<file path="config.mk">
export PLATFORM = sky130hd
export DESIGN_NAME = irsd_top
export DESIGN_NICKNAME = d
export VERILOG_FILES = /design/src/design/irsd_pkg.sv /design/src/design/irsd_sense_if.sv /design/src/design/irsd_top.sv /design/src/design/irsd_sense_chan.sv
export SDC_FILE = /design/constraint.sdc
export NUM_CORES = 1
export LEC_CHECK = 0
export BUFFER_PORTS_ARGS = -buffer_cell sky130_fd_sc_hd__buf_4
export CAP_MARGIN = 20
export CORE_MARGIN = 5
export CORE_UTILIZATION = 59
export CTS_CLUSTER_SIZE = 14
export DETAILED_ROUTE_END_ITERATION = 16
export GPL_TIMING_DRIVEN = 0
export PLACE_DENSITY = 0.79
export SYNTH_ARGS = -nofsm -noshare
export SYNTH_HDL_FRONTEND = slang
export SYNTH_SLANG_ARGS = --single-unit
</file>
<file path="constraint.sdc">
create_clock -name i_clock -period 2.6 [get_ports i_clock]
set_input_delay 0.26 -clock i_clock [delete_from_list [all_inputs] [get_ports i_clock]]
set_output_delay 0.26 -clock i_clock [all_outputs]
set_load 0.03 [all_outputs]
</file>
<file path="src/design/irsd_pkg.sv">
// Constants and types for input routing and short-to-battery sensing
package irsd_pkg;
	// ------------------------------------------------------------
	// Register offsets
	// ------------------------------------------------------------
	localparam logic [7:0] ADDR_FORMAT = 8'h00;
	localparam logic [7:0] ADDR_SENSE1 = 8'h5D;
	localparam logic [7:0] ADDR_SENSE2 = 8'h5E;
	localparam logic [7:0] ADDR_STATUS = 8'h5F;
	// ------------------------------------------------------------
	// Field positions
	// ------------------------------------------------------------
	localparam int FMT_MSB = 4;
	localparam int PD_BIT  = 6;
	localparam int THR_MSB = 4;
	localparam int THR_LSB = 2;
	// ------------------------------------------------------------
	// Reset values
	// ------------------------------------------------------------
	localparam logic [4:0] RST_FMT = 5'h00;
	localparam logic       RST_PD  = 1'b1;
	localparam logic [2:0] RST_THR = 3'h3;
	// ------------------------------------------------------------
	// Two-wire port
	// ------------------------------------------------------------
	localparam logic [5:0] DEV_ADDR_HI = 6'h10;
	localparam logic [3:0] BYTE_BITS   = 4'h8;
	// ------------------------------------------------------------
	// Format codes
	// ------------------------------------------------------------
	localparam logic [4:0] FMT_CVBS_A = 5'h00;
	localparam logic [4:0] FMT_CVBS_B = 5'h01;
	localparam logic [4:0] FMT_CVBS_C = 5'h02;
	localparam logic [4:0] FMT_CVBS_D = 5'h03;
	localparam logic [4:0] FMT_CVBS_E = 5'h06;
	localparam logic [4:0] FMT_CVBS_F = 5'h07;
	localparam logic [4:0] FMT_YC_A   = 5'h08;
	localparam logic [4:0] FMT_YC_B   = 5'h09;
	localparam logic [4:0] FMT_YC_C   = 5'h0B;
	localparam logic [4:0] FMT_YPBPR  = 5'h0C;
	localparam logic [4:0] FMT_DIFF_A = 5'h0E;
	localparam logic [4:0] FMT_DIFF_B = 5'h0F;
	localparam logic [4:0] FMT_DIFF_C = 5'h11;
	// ------------------------------------------------------------
	// Types
	// ------------------------------------------------------------
	typedef enum logic [2:0] {MODE_OFF, MODE_CVBS, MODE_DIFF, MODE_YC, MODE_YPBPR} irsd_mode_e;
	typedef enum logic [3:0] {
		ST_IDLE, ST_ADDR, ST_AACK, ST_SUB, ST_SACK, ST_WRITE, ST_WACK, ST_READ, ST_RACK
	} irsd_i2c_e;
endpackage

</file>
<file path="src/design/irsd_sense_if.sv">
// Control and status between register file and one sense channel
`timescale 1ns/1ps
interface irsd_sense_if;
	logic power_down;
	logic clear;
	logic flag;
	modport ctrl (output power_down, output clear, input flag);
	modport chan (input power_down, input clear, output flag);
endinterface

</file>
<file path="src/design/irsd_top.sv">
// Input format routing, two-wire register port and short-to-battery sensing
// Contract
// - Format code picks core mode and routing
// - Single-ended composite powers down unused inputs
// - Codes 0-3 composite inputs 1-4, variant dependent
// - Codes 6,7 composite inputs 3,4 or 5,6
// - Luma/chroma codes route input pairs per variant
// - Code 0C component on inputs 1,2,3, six-input variant only
// - Differential codes pair inputs per variant
// - Sense above threshold is short event
// - Short event raises interrupt request pin
// - Readback shows which sense pin tripped
// - Sensing disabled after reset
// - Sense one power-down bit, resets 1
// - Sense one threshold eight levels, default 3
// - Sense two power-down bit, resets 1
// - Sense two threshold same coding, default 3
`timescale 1ns/1ps
module irsd_top #(
	parameter logic P_SIX_INPUT = 1'b1
) (
	input  wire logic                 i_clock,
	input  wire logic                 i_rst_n,
	input  wire logic                 i_alsb,
	input  wire logic                 i_scl,
	input  wire logic                 i_sda,
	output logic                      o_sda,
	output logic                      o_sda_oe,
	input  wire logic [1:0]           i_sense_above,
	output logic      [1:0]           o_sense_power_down,
	output logic      [2:0]           o_sense1_threshold,
	output logic      [2:0]           o_sense2_threshold,
	output irsd_pkg::irsd_mode_e      o_core_mode,
	output logic      [2:0]           o_route_a,
	output logic      [2:0]           o_route_b,
	output logic      [2:0]           o_route_c,
	output logic      [5:0]           o_ain_power_up,
	output logic                      o_interrupt_request_pin
);
	import irsd_pkg::*;

	// ------------------------------------------------------------
	// Functions
	// ------------------------------------------------------------
	function automatic logic [7:0] reg_read(input logic [7:0] addr, input logic [4:0] fmt,
		input logic [1:0] pd, input logic [1:0][2:0] thr, input logic [1:0] flags);
		logic [7:0] r;
		r = 8'h00;
		case (addr)
			ADDR_FORMAT: r[FMT_MSB:0] = fmt;
			ADDR_SENSE1: begin
				r[PD_BIT]          = pd[0];
				r[THR_MSB:THR_LSB] = thr[0];
			end
			ADDR_SENSE2: begin
				r[PD_BIT]          = pd[1];
				r[THR_MSB:THR_LSB] = thr[1];
			end
			ADDR_STATUS: r[1:0] = flags;
			default: r = 8'h00;
		endcase
		return r;
	endfunction

	function automatic logic [5:0] ain_bit(input logic [2:0] idx);
		logic [5:0] b;
		b = 6'h00;
		if (idx != 3'h0) begin
			b = 6'h01 << (idx - 3'h1);
		end
		return b;
	endfunction

	// ------------------------------------------------------------
	// Declarations
	// ------------------------------------------------------------
	irsd_i2c_e        state_ff, nxt_state;
	logic             scl_ff, sda_ff, nxt_scl, nxt_sda;
	logic [3:0]       cnt_ff, nxt_cnt;
	logic [7:0]       shift_ff, nxt_shift, sub_ff, nxt_sub, rdata_ff, nxt_rdata, rd_next;
	logic             rw_ff, nxt_rw, drv_ff, nxt_drv, nack_ff, nxt_nack;
	logic             scl_rise, scl_fall, start_cond, stop_cond, wr_stb;
	logic [4:0]       fmt_ff, nxt_fmt;
	logic [1:0]       pd_ff, nxt_pd, clr, flags;
	logic [1:0][2:0]  thr_ff, nxt_thr;
	logic             irq_ff, nxt_irq;
	irsd_mode_e       mode_ff, nxt_mode;
	logic [2:0]       ra_ff, rb_ff, rc_ff, nxt_ra, nxt_rb, nxt_rc;
	logic [5:0]       pu_ff, nxt_pu;

	assign scl_rise   = i_scl & ~scl_ff;
	assign scl_fall   = ~i_scl & scl_ff;
	assign start_cond = scl_ff & i_scl & sda_ff & ~i_sda;
	assign stop_cond  = scl_ff & i_scl & ~sda_ff & i_sda;
	assign rd_next    = reg_read(sub_ff + 8'h01, fmt_ff, pd_ff, thr_ff, flags);

	// ------------------------------------------------------------
	// Two-wire register port
	// ------------------------------------------------------------
	always_comb begin
		nxt_state = state_ff;
		nxt_scl   = i_scl;
		nxt_sda   = i_sda;
		nxt_cnt   = cnt_ff;
		nxt_shift = shift_ff;
		nxt_sub   = sub_ff;
		nxt_rw    = rw_ff;
		nxt_drv   = drv_ff;
		nxt_rdata = rdata_ff;
		nxt_nack  = nack_ff;
		wr_stb    = 1'b0;
		case (state_ff)
			ST_ADDR, ST_SUB, ST_WRITE: begin
				if (scl_rise) begin
					nxt_shift = {shift_ff[6:0], i_sda};
					nxt_cnt   = cnt_ff + 4'h1;
				end else if (scl_fall && cnt_ff == BYTE_BITS) begin
					nxt_cnt = 4'h0;
					if (state_ff == ST_ADDR) begin
						if (shift_ff[7:1] == {DEV_ADDR_HI, i_alsb}) begin
							nxt_drv   = 1'b1;
							nxt_rw    = shift_ff[0];
							nxt_state = ST_AACK;
						end else begin
							nxt_state = ST_IDLE;
						end
					end else if (state_ff == ST_SUB) begin
						nxt_sub   = shift_ff;
						nxt_drv   = 1'b1;
						nxt_state = ST_SACK;
					end else begin
						wr_stb    = 1'b1;
						nxt_drv   = 1'b1;
						nxt_state = ST_WACK;
					end
				end
			end
			ST_AACK, ST_SACK, ST_WACK: begin
				if (scl_fall) begin
					nxt_drv   = 1'b0;
					nxt_state = ST_WRITE;
					if (state_ff == ST_AACK && rw_ff) begin
						nxt_rdata = reg_read(sub_ff, fmt_ff, pd_ff, thr_ff, flags);
						nxt_drv   = ~nxt_rdata[7];
						nxt_state = ST_READ;
					end else if (state_ff == ST_AACK) begin
						nxt_state = ST_SUB;
					end else if (state_ff == ST_WACK) begin
						nxt_sub = sub_ff + 8'h01;
					end
				end
			end
			ST_READ: begin
				if (scl_rise) begin
					nxt_cnt = cnt_ff + 4'h1;
				end else if (scl_fall && cnt_ff == BYTE_BITS) begin
					nxt_cnt   = 4'h0;
					nxt_drv   = 1'b0;
					nxt_state = ST_RACK;
				end else if (scl_fall) begin
					nxt_rdata = {rdata_ff[6:0], 1'b0};
					nxt_drv   = ~rdata_ff[6];
				end
			end
			ST_RACK: begin
				if (scl_rise) begin
					nxt_nack = i_sda;
				end else if (scl_fall && nack_ff) begin
					nxt_state = ST_IDLE;
				end else if (scl_fall) begin
					nxt_sub   = sub_ff + 8'h01;
					nxt_rdata = rd_next;
					nxt_drv   = ~rd_next[7];
					nxt_state = ST_READ;
				end
			end
			ST_IDLE: nxt_state = ST_IDLE;
			default: nxt_state = ST_IDLE;
		endcase
		if (start_cond) begin
			nxt_state = ST_ADDR;
			nxt_cnt   = 4'h0;
			nxt_drv   = 1'b0;
		end else if (stop_cond) begin
			nxt_state = ST_IDLE;
			nxt_drv   = 1'b0;
		end
	end

	always_ff @(posedge i_clock) begin
		if (!i_rst_n) begin
			state_ff <= ST_IDLE;
			scl_ff   <= 1'b1;
			sda_ff   <= 1'b1;
			cnt_ff   <= 4'h0;
			shift_ff <= 8'h00;
			sub_ff   <= 8'h00;
			rw_ff    <= 1'b0;
			drv_ff   <= 1'b0;
			rdata_ff <= 8'h00;
			nack_ff  <= 1'b0;
		end else begin
			state_ff <= nxt_state;
			scl_ff   <= nxt_scl;
			sda_ff   <= nxt_sda;
			cnt_ff   <= nxt_cnt;
			shift_ff <= nxt_shift;
			sub_ff   <= nxt_sub;
			rw_ff    <= nxt_rw;
			drv_ff   <= nxt_drv;
			rdata_ff <= nxt_rdata;
			nack_ff  <= nxt_nack;
		end
	end

	assign o_sda    = 1'b0;
	assign o_sda_oe = drv_ff;

	// ------------------------------------------------------------
	// Register file and interrupt
	// ------------------------------------------------------------
	always_comb begin
		nxt_fmt = fmt_ff;
		nxt_pd  = pd_ff;
		nxt_thr = thr_ff;
		clr     = 2'b00;
		nxt_irq = |flags;
		if (wr_stb) begin
			case (sub_ff)
				ADDR_FORMAT: nxt_fmt = shift_ff[FMT_MSB:0];
				ADDR_SENSE1: begin
					nxt_pd[0]  = shift_ff[PD_BIT];
					nxt_thr[0] = shift_ff[THR_MSB:THR_LSB];
				end
				ADDR_SENSE2: begin
					nxt_pd[1]  = shift_ff[PD_BIT];
					nxt_thr[1] = shift_ff[THR_MSB:THR_LSB];
				end
				ADDR_STATUS: clr = shift_ff[1:0];
				default: clr = 2'b00;
			endcase
		end
	end

	always_ff @(posedge i_clock) begin
		if (!i_rst_n) begin
			fmt_ff <= RST_FMT;
			pd_ff  <= {RST_PD, RST_PD};
			thr_ff <= {RST_THR, RST_THR};
			irq_ff <= 1'b0;
		end else begin
			fmt_ff <= nxt_fmt;
			pd_ff  <= nxt_pd;
			thr_ff <= nxt_thr;
			irq_ff <= nxt_irq;
		end
	end

	assign o_sense_power_down      = pd_ff;
	assign o_sense1_threshold      = thr_ff[0];
	assign o_sense2_threshold      = thr_ff[1];
	assign o_interrupt_request_pin = irq_ff;

	// ------------------------------------------------------------
	// Sense channels
	// ------------------------------------------------------------
	irsd_sense_if sense_bus [2] ();

	for (genvar g = 0; g < 2; g++) begin : g_sense
		assign sense_bus[g].power_down = pd_ff[g];
		assign sense_bus[g].clear      = clr[g];
		assign flags[g]                = sense_bus[g].flag;
		irsd_sense_chan u_chan (
			.i_clock (i_clock),
			.i_rst_n (i_rst_n),
			.i_above (i_sense_above[g]),
			.bus     (sense_bus[g])
		);
	end

	// ------------------------------------------------------------
	// Format decode and routing
	// ------------------------------------------------------------
	always_comb begin
		nxt_mode = MODE_OFF;
		nxt_ra   = 3'h0;
		nxt_rb   = 3'h0;
		nxt_rc   = 3'h0;
		case (fmt_ff)
			FMT_CVBS_A: {nxt_mode, nxt_ra} = {MODE_CVBS, 3'h1};
			FMT_CVBS_B: {nxt_mode, nxt_ra} = {MODE_CVBS, 3'h2};
			FMT_CVBS_C: if (P_SIX_INPUT) {nxt_mode, nxt_ra} = {MODE_CVBS, 3'h3};
			FMT_CVBS_D: if (P_SIX_INPUT) {nxt_mode, nxt_ra} = {MODE_CVBS, 3'h4};
			FMT_CVBS_E: {nxt_mode, nxt_ra} = {MODE_CVBS, P_SIX_INPUT ? 3'h5 : 3'h3};
			FMT_CVBS_F: {nxt_mode, nxt_ra} = {MODE_CVBS, P_SIX_INPUT ? 3'h6 : 3'h4};
			FMT_YC_A: {nxt_mode, nxt_ra, nxt_rb} = {MODE_YC, 3'h1, 3'h2};
			FMT_YC_B: if (P_SIX_INPUT) {nxt_mode, nxt_ra, nxt_rb} = {MODE_YC, 3'h3, 3'h4};
			FMT_YC_C: begin
				nxt_mode = MODE_YC;
				nxt_ra   = P_SIX_INPUT ? 3'h5 : 3'h3;
				nxt_rb   = P_SIX_INPUT ? 3'h6 : 3'h4;
			end
			FMT_YPBPR: if (P_SIX_INPUT) begin
				{nxt_mode, nxt_ra, nxt_rb, nxt_rc} = {MODE_YPBPR, 3'h1, 3'h2, 3'h3};
			end
			FMT_DIFF_A: {nxt_mode, nxt_ra, nxt_rb} = {MODE_DIFF, 3'h1, 3'h2};
			FMT_DIFF_B: if (P_SIX_INPUT) {nxt_mode, nxt_ra, nxt_rb} = {MODE_DIFF, 3'h3, 3'h4};
			FMT_DIFF_C: begin
				nxt_mode = MODE_DIFF;
				nxt_ra   = P_SIX_INPUT ? 3'h5 : 3'h3;
				nxt_rb   = P_SIX_INPUT ? 3'h6 : 3'h4;
			end
			default: nxt_mode = MODE_OFF;
		endcase
		nxt_pu = ain_bit(nxt_ra) | ain_bit(nxt_rb) | ain_bit(nxt_rc);
	end

	always_ff @(posedge i_clock) begin
		if (!i_rst_n) begin
			mode_ff <= MODE_OFF;
			ra_ff   <= 3'h0;
			rb_ff   <= 3'h0;
			rc_ff   <= 3'h0;
			pu_ff   <= 6'h00;
		end else begin
			mode_ff <= nxt_mode;
			ra_ff   <= nxt_ra;
			rb_ff   <= nxt_rb;
			rc_ff   <= nxt_rc;
			pu_ff   <= nxt_pu;
		end
	end

	assign o_core_mode    = mode_ff;
	assign o_route_a      = ra_ff;
	assign o_route_b      = rb_ff;
	assign o_route_c      = rc_ff;
	assign o_ain_power_up = pu_ff;
endmodule

</file>
<file path="src/design/irsd_sense_chan.sv">
// One short-to-battery sense channel: synchroniser and sticky flag
`timescale 1ns/1ps
module irsd_sense_chan (
	input  wire logic    i_clock,
	input  wire logic    i_rst_n,
	input  wire logic    i_above,
	irsd_sense_if.chan   bus
);
	import irsd_pkg::*;

	logic s1_ff, s2_ff, flag_ff;
	logic nxt_s1, nxt_s2, nxt_flag;

	// ------------------------------------------------------------
	// Synchroniser and latched event
	// ------------------------------------------------------------
	always_comb begin
		// Masked while powered down so stale slicer noise never reaches the flag
		nxt_s1   = i_above & ~bus.power_down;
		nxt_s2   = s1_ff;
		nxt_flag = (flag_ff & ~bus.clear) | (s2_ff & ~bus.power_down);
	end

	always_ff @(posedge i_clock) begin
		if (!i_rst_n) begin
			s1_ff   <= 1'b0;
			s2_ff   <= 1'b0;
			flag_ff <= 1'b0;
		end else begin
			s1_ff   <= nxt_s1;
			s2_ff   <= nxt_s2;
			flag_ff <= nxt_flag;
		end
	end

	assign bus.flag = flag_ff;
endmodule

</file>
* Word-level counts from Yosys, hierarchy flattened *
Cells that the tools add are included.

word-level totals
  register bits = 74
  input port bits = 7
  word-level logic and storage cells = 234

operators by class
  add/subtract/negate cells = 5
  equal/unequal tests = 54
  shifts and indexed selects = 3
  muxes and demuxes = 75
  bitwise operators = 29
  reduce and logical (&&, ||, !) cells = 40

operator list
  operator                                                            count
  8-bit two-way mux                                                   11
  7-bit two-way mux                                                   8
  8-bit by 7-bit == test with 1-bit output (second input constant)    6
  4-bit two-way mux                                                   11
  2-bit inequality test (second input constant)                       16
  5-bit by 4-bit == test with 1-bit output (second input constant)    6
  3-bit one-hot mux with 3 select lines                               3
  4-bit inequality test (second input constant)                       6
  8-bit one-hot mux with 3 select lines                               1
  3-bit OR reduction                                                  8
  1-bit two-way mux                                                   22
  7-bit one-hot mux with 3 select lines                               1
  6-bit two-way mux                                                   3
  3-bit one-hot mux with 6 select lines                               1
  1-bit by 3-bit left shift with 6-bit output (first input constant)  3
  4-bit by 3-bit == test with 1-bit output (second input constant)    4
  8-bit logical NOT                                                   2
  4-bit one-hot mux with 4 select lines                               1
  3-bit nonzero test                                                  5
  7-bit AND reduction                                                 2
  1-bit AND                                                           13
  1-bit NOT                                                           12
  6-bit bitwise OR                                                    2
  3-bit one-hot mux with 4 select lines                               1
  other kinds (31)                                                    58

* Longest topological paths before layout *
  depth after elaboration = 10
  gate-level depth with buffers = 9
  mapped depth without buffers = 8

* By module *
Synthesis repeated with hierarchy kept, for this count alone.

unflattened totals
  cells, all modules = 495
  area, all modules = 3996.3 um^2

modules (own cells, without submodules)
  module           instances  cells each  area an instance (um^2)
  irsd_top         1          479         3796.1
  irsd_sense_chan  2          8           100.1

* Least setup slack after synthesis *
OpenSTA, ideal clock, no wires.

  kind = register to register
  from = register cnt_ff[0]
  to = register rdata_ff[1]
  setup time = 0.132 ns
  arrival time = 1.700 ns
  data required time = 2.468 ns
  setup slack = 0.768 ns
  cell stages (with the launch flop) = 9
  path buffers = 0
  clock period less this slack = 1.832 ns
  cell sequence = dfxtp_1 -> inv_1 -> ha_1 -> and3b_1 -> and2_1 -> nor3_1 -> o22ai_1 -> a221oi_1 -> a31oi_1

on the way
  longest elaborated chain between the ends = 4

RTL lines
  what                                    line             source
  start: declaration                      irsd_top.sv:79   logic [3:0] cnt_ff, nxt_cnt;
  start signal: assignment                irsd_top.sv:206  cnt_ff <= nxt_cnt;
  4-bit == test                           irsd_top.sv:156  end else if (scl_fall && cnt_ff == BYTE_BITS) begin
  1-bit logical AND                       irsd_top.sv:156
  2-bit inequality test (no source line)  --
  9-bit AND reduction (no source line)    --
  end signal: assignment                  irsd_top.sv:211  rdata_ff <= nxt_rdata;
  end: declaration                        irsd_top.sv:80   logic [7:0] shift_ff, nxt_shift, sub_ff, nxt_sub, rdata_ff, nxt_rdata, rd_next;

Every way passes these cells.
A chain may end at the register's enable or synchronous reset.

* Final worst setup path *
  from = register state_ff[0]
  to = register pd_ff[0] (netlist: o_sense_power_down[0])

on the way
  longest elaborated chain between the ends = 7
  elaborated cells on any way between the ends = 10

RTL lines
  what                                      line                              source
  start: declaration                        irsd_top.sv:77                    irsd_i2c_e state_ff, nxt_state;
  start signal: assignment                  irsd_top.sv:203                   state_ff <= nxt_state;
  4-bit by 2-bit == test with 1-bit output  irsd_top.sv:112, irsd_top.sv:127
  1-bit two-way mux                         irsd_top.sv:127                   end else if (state_ff == ST_SUB) begin
  1-bit two-way mux                         irsd_top.sv:119                   if (state_ff == ST_ADDR) begin
  1-bit two-way mux                         irsd_top.sv:117                   end else if (scl_fall && cnt_ff == BYTE_BITS) begin
  1-bit two-way mux                         irsd_top.sv:114                   if (scl_rise) begin
  1-bit two-way mux (*)                     irsd_top.sv:112                   case (state_ff)
  2-bit AND reduction (no source line) (*)  --
  end signal: assignment                    irsd_top.sv:248                   pd_ff <= {RST_PD, RST_PD};
  end signal: assignment                    irsd_top.sv:253                   pd_ff <= nxt_pd;
  end: declaration                          irsd_top.sv:84                    logic [1:0] pd_ff, nxt_pd, clr, flags;

Every way passes the cells marked *; elsewhere a longest branch is shown, timed or not.

==> metrics.md <==
| Metric | Value |
|---|---|
| Initial antenna violation count | 0 |
| DR DRC count | 0 |
| Number of synthesized flops with an enable pin | 0 |
| Final setup viols | 0 |
| Post-placement cell count | 615 |
| Synth unique cells | 57 |
| Sw Share | 30.19% |
| Vias in the first global route | 3602 |
| Avg Cell Area, Syn | 7.775 um^2 |
| Vias per inst | 6.257 |
| Multi-input logic area | 2238 um^2 |
| Routability cong. | 0.9605 |
| Total track usage | 25.25% |
| Fmax | 0.4527 GHz |
| Synth area leaders | dfxtp_1, a21oi_1, nand2_1 |
| CP top delay family | simple AND/OR/NAND/NOR gates |
| CTS Hold Buffers Added | 0 |
| Gr busiest metal | met2 |
| H-Tree Level Count | 3 |
| Max_slew headroom | 50.58% |
| Setup repair after global routing missed its margin | false |
| Maximum VDD drop | 328.0 uV |
| Comb power frac | 18.7% |
| CP peak stage delay | 0.46 ns |
| Critical path required time | 2.83 ns |
| Worst-path clk slew | 0.08 ns |
| Crit end category | flip-flop |
| Crit-path slowest cell | dfxtp_1 |
| Cell area after layout | 4483 um^2 |
| Layout cells sized above 1 | 13.72% |
| Crit-path max FO | 6 |
| Fin util | 69.80% |
| Nets | 563 |
| Crit-path cells | nor2b_1, nand4_1, nor4_1, nand2_1, mux2i_1, nand2_1 |
| Storage cell area | 1421 um^2 |
| Die Span X | 91.50 um |
| Most frequent cell on the critical path | nand2_1 |
| Yosys warns | 0 |
| Final hold vios | 0 |
| Area share of the largest cell type after synthesis | 36.27% |
| TritonCTS clock tree | done |
| Levels on crit path | 6 |
| Async S/R FF share, synth | 0% |
| Row count | 29 |
| Antenna diodes | 0 |
| Starting Density | 61.02% |
| Max Buffers Root-to-Sink | 2 |
| Global-route wire length before repair | 17240 um |
| CP arrival | 2.43 ns |
| CTS sink cnt | 71 |
| Pwr dens | 585.8 nW/um^2 |
| Port bufs | 32 |
| Post-Synthesis Cell Area | 3919 um^2 |
| Total power draw | 2.626 mW |
| Via count | 3948 |
| Tcrit/Tclk final | 84.96% |
| GR Util met3 | 5.455% |
| Seq/Total Area, Yosys | 36.27% |
| P_int | 1.833 mW |
| Min cycle time layout | 2.209 ns |
| Number of standard cells after synthesis | 504 |
| Min-Delay Path Class | in -> reg |
| Dpl cell area | 4263 um^2 |
| WL/cell | 16.58 um |
| R2r worst-path depth | 6 |
| Top_reg_cell synth | dfxtp_1 |
| Clock Tree Root | clkbuf_8 |
| Layout Cells excl Fill | 631 |
| Met2 GRT Util | 38.83% |
| Iter 0 DRT Violations | 285 |
| Post-CTS Resized | 0 |
| Num CTS Buffers | 9 |
| Fillers | 537 |
| ANT nets after route | 0 |
| M1 GR Usage | 34.05% |
| Max Cap Viol | 0 |
| Clock network power share | 37.8% |
| Die outline height | 91.50 um |
| Setup Total Neg Slack | 0 ns |
| Area of the core | 6422 um^2 |
| Detailed placement HPWL | 7503 um |
| Setup bufs post-CTS | 0 |
| Area grow syn2layout | 14.40% |
| Worst slew pin tran | 0.7372 ns |
| Pleak | 1.706 nW |
| DRT Pass-1 Iters | 5 |
| Largest net degree at the start of global routing | 14 |
| Global route overflow | 0 |
| Worst Path Buf+Inv | 0 |
| Synth area leader | dfxtp_1 |
| Post-Route WL | 10460 um |
| DIE AREA | 8372 um^2 |
| Status | finished clean |
| Skew final | 0.004461 ns |
| # IOs | 36 |
| Hold Path Stages | 3 |
| Pins over their slew limit | 0 |
| Yosys reg bits | 71 |
| Reg power frac | 43.4% |
| Setup CP Type | reg -> reg |
| Net switching power figure | 0.7929 mW |
| Worst setup SP type | flip-flop |
| Clk Latency, worst-skew pair | 0.35 ns |
==> flip-flops by register name, summed over array words and instances, names as in the netlist, 3 cells and up <==
register and count:
fmt_ff 5, o_sense2_threshold 3, shift_ff 8, o_route_a 3
state_ff 4, rdata_ff 7, sub_ff 8, o_core_mode 3
cnt_ff 4, o_sense1_threshold 3, o_ain_power_up 6
==> metal layers <==
| layer | routed length, um | vias to the layer above |
|---|---|---|
| met5 | 0 | - |
| met1 | 4510 | 1825 |
| met3 | 875 | 36 |
| li1 | - | 1884 |
| met2 | 4756 | 203 |
| met4 | 318 | 0 |
==> power by group through the flow <==
stage / clock (mW) / combinational [mW] / sequential (mW)
global placement: 0 / 0.479 / 1.16
global route: 1.05 / 0.536 / 1.14
detailed placement: 0 / 0.480 / 1.17
finish: 0.994 / 0.492 / 1.14
CTS: 1.00 / 0.483 / 1.14
floorplan: 0 / 0.357 / 1.17
==> final timing paths <==
kind                                                           from                             endpoint  slack, ns
worst max-delay path                       state_ff[0]$_SDFFE_PN0P_   o_sense_power_down[0]$_SDFFE_PN1P_       0.39
worst min-delay path                               i_sense_above[0]  g_sense[0].u_chan.nxt_s2$_SDFF_PN0_       0.13
worst max register to register             state_ff[0]$_SDFFE_PN0P_   o_sense_power_down[0]$_SDFFE_PN1P_       0.39
worst min register to register  g_sense[0].u_chan.nxt_s2$_SDFF_PN0_   g_sense[0].u_chan.s2_ff$_SDFF_PN0_       0.46
==> worst reg2reg max path: stages, from the launching register on <==
cell and delay [ns]:
dfxtp_1 0.46, nor2b_1 0.40, nand4_1 0.35, nor4_1 0.34, nand2_1 0.23, mux2i_1 0.22, nand2_1 0.08
==> stage by stage <==
stage	setup WS, ns	hold WS [ns]
2_1_floorplan	0.7681	0.3615
3_3_place_gp	0.4436	0.4156
3_5_place_dp	0.4335	0.4356
4_1_cts	0.4091	0.1183
5_1_grt	0.1601	0.1285
6_report	0.3910	0.1251
==> layout by cell type, fill, tap and decap left out, types with 11 or more instances in the layout <==
master     n
dfxtp_1   71
nand2_1   60
nor2_1    52
a21oi_1   46
buf_4     39
o21ai_0   28
clkbuf_1  22
nand3_1   21
mux2i_1   17
nor3_1    15
nor2b_1   14
inv_1     13
buf_2     11
==> kinds of logic after synthesis <==
group           synth area share, %
simple gates                  25.73
buf+inv                       6.801
mux                           4.342
other cells                 0.09569
fa+ha+maj                     2.235
flops                         36.27
compound gates                23.18
xor+xnor                      1.341
==> layout make-up <==
type	count	share of cell area, %
well taps	77	2.149
clock buffers	10	2.847
clock inverters	6	2.065
flip-flops and latches	71	31.71
inverters	14	1.172
repair buffers	32	5.359
plain buffers	42	4.773
multi-input cells	379	49.93
==> Yosys cell counts (all sizes together), types with 3 or more instances <==
master,number
dfxtp,71
nand2,60
nor2,53
a21oi,46
o21ai,31
clkbuf,22
nand3,21
buf,20
mux2i,17
nor3,16
nor2b,14
inv,13
a211oi,10
nand4,9
a22oi,8
nand2b,8
nor4,8
a22o,7
ha,7
a31oi,5
and2,5
o31ai,5
o32ai,5
xor2,4
and3b,3
o211ai,3
No activity file was read; power rests on OpenSTA's default activity.
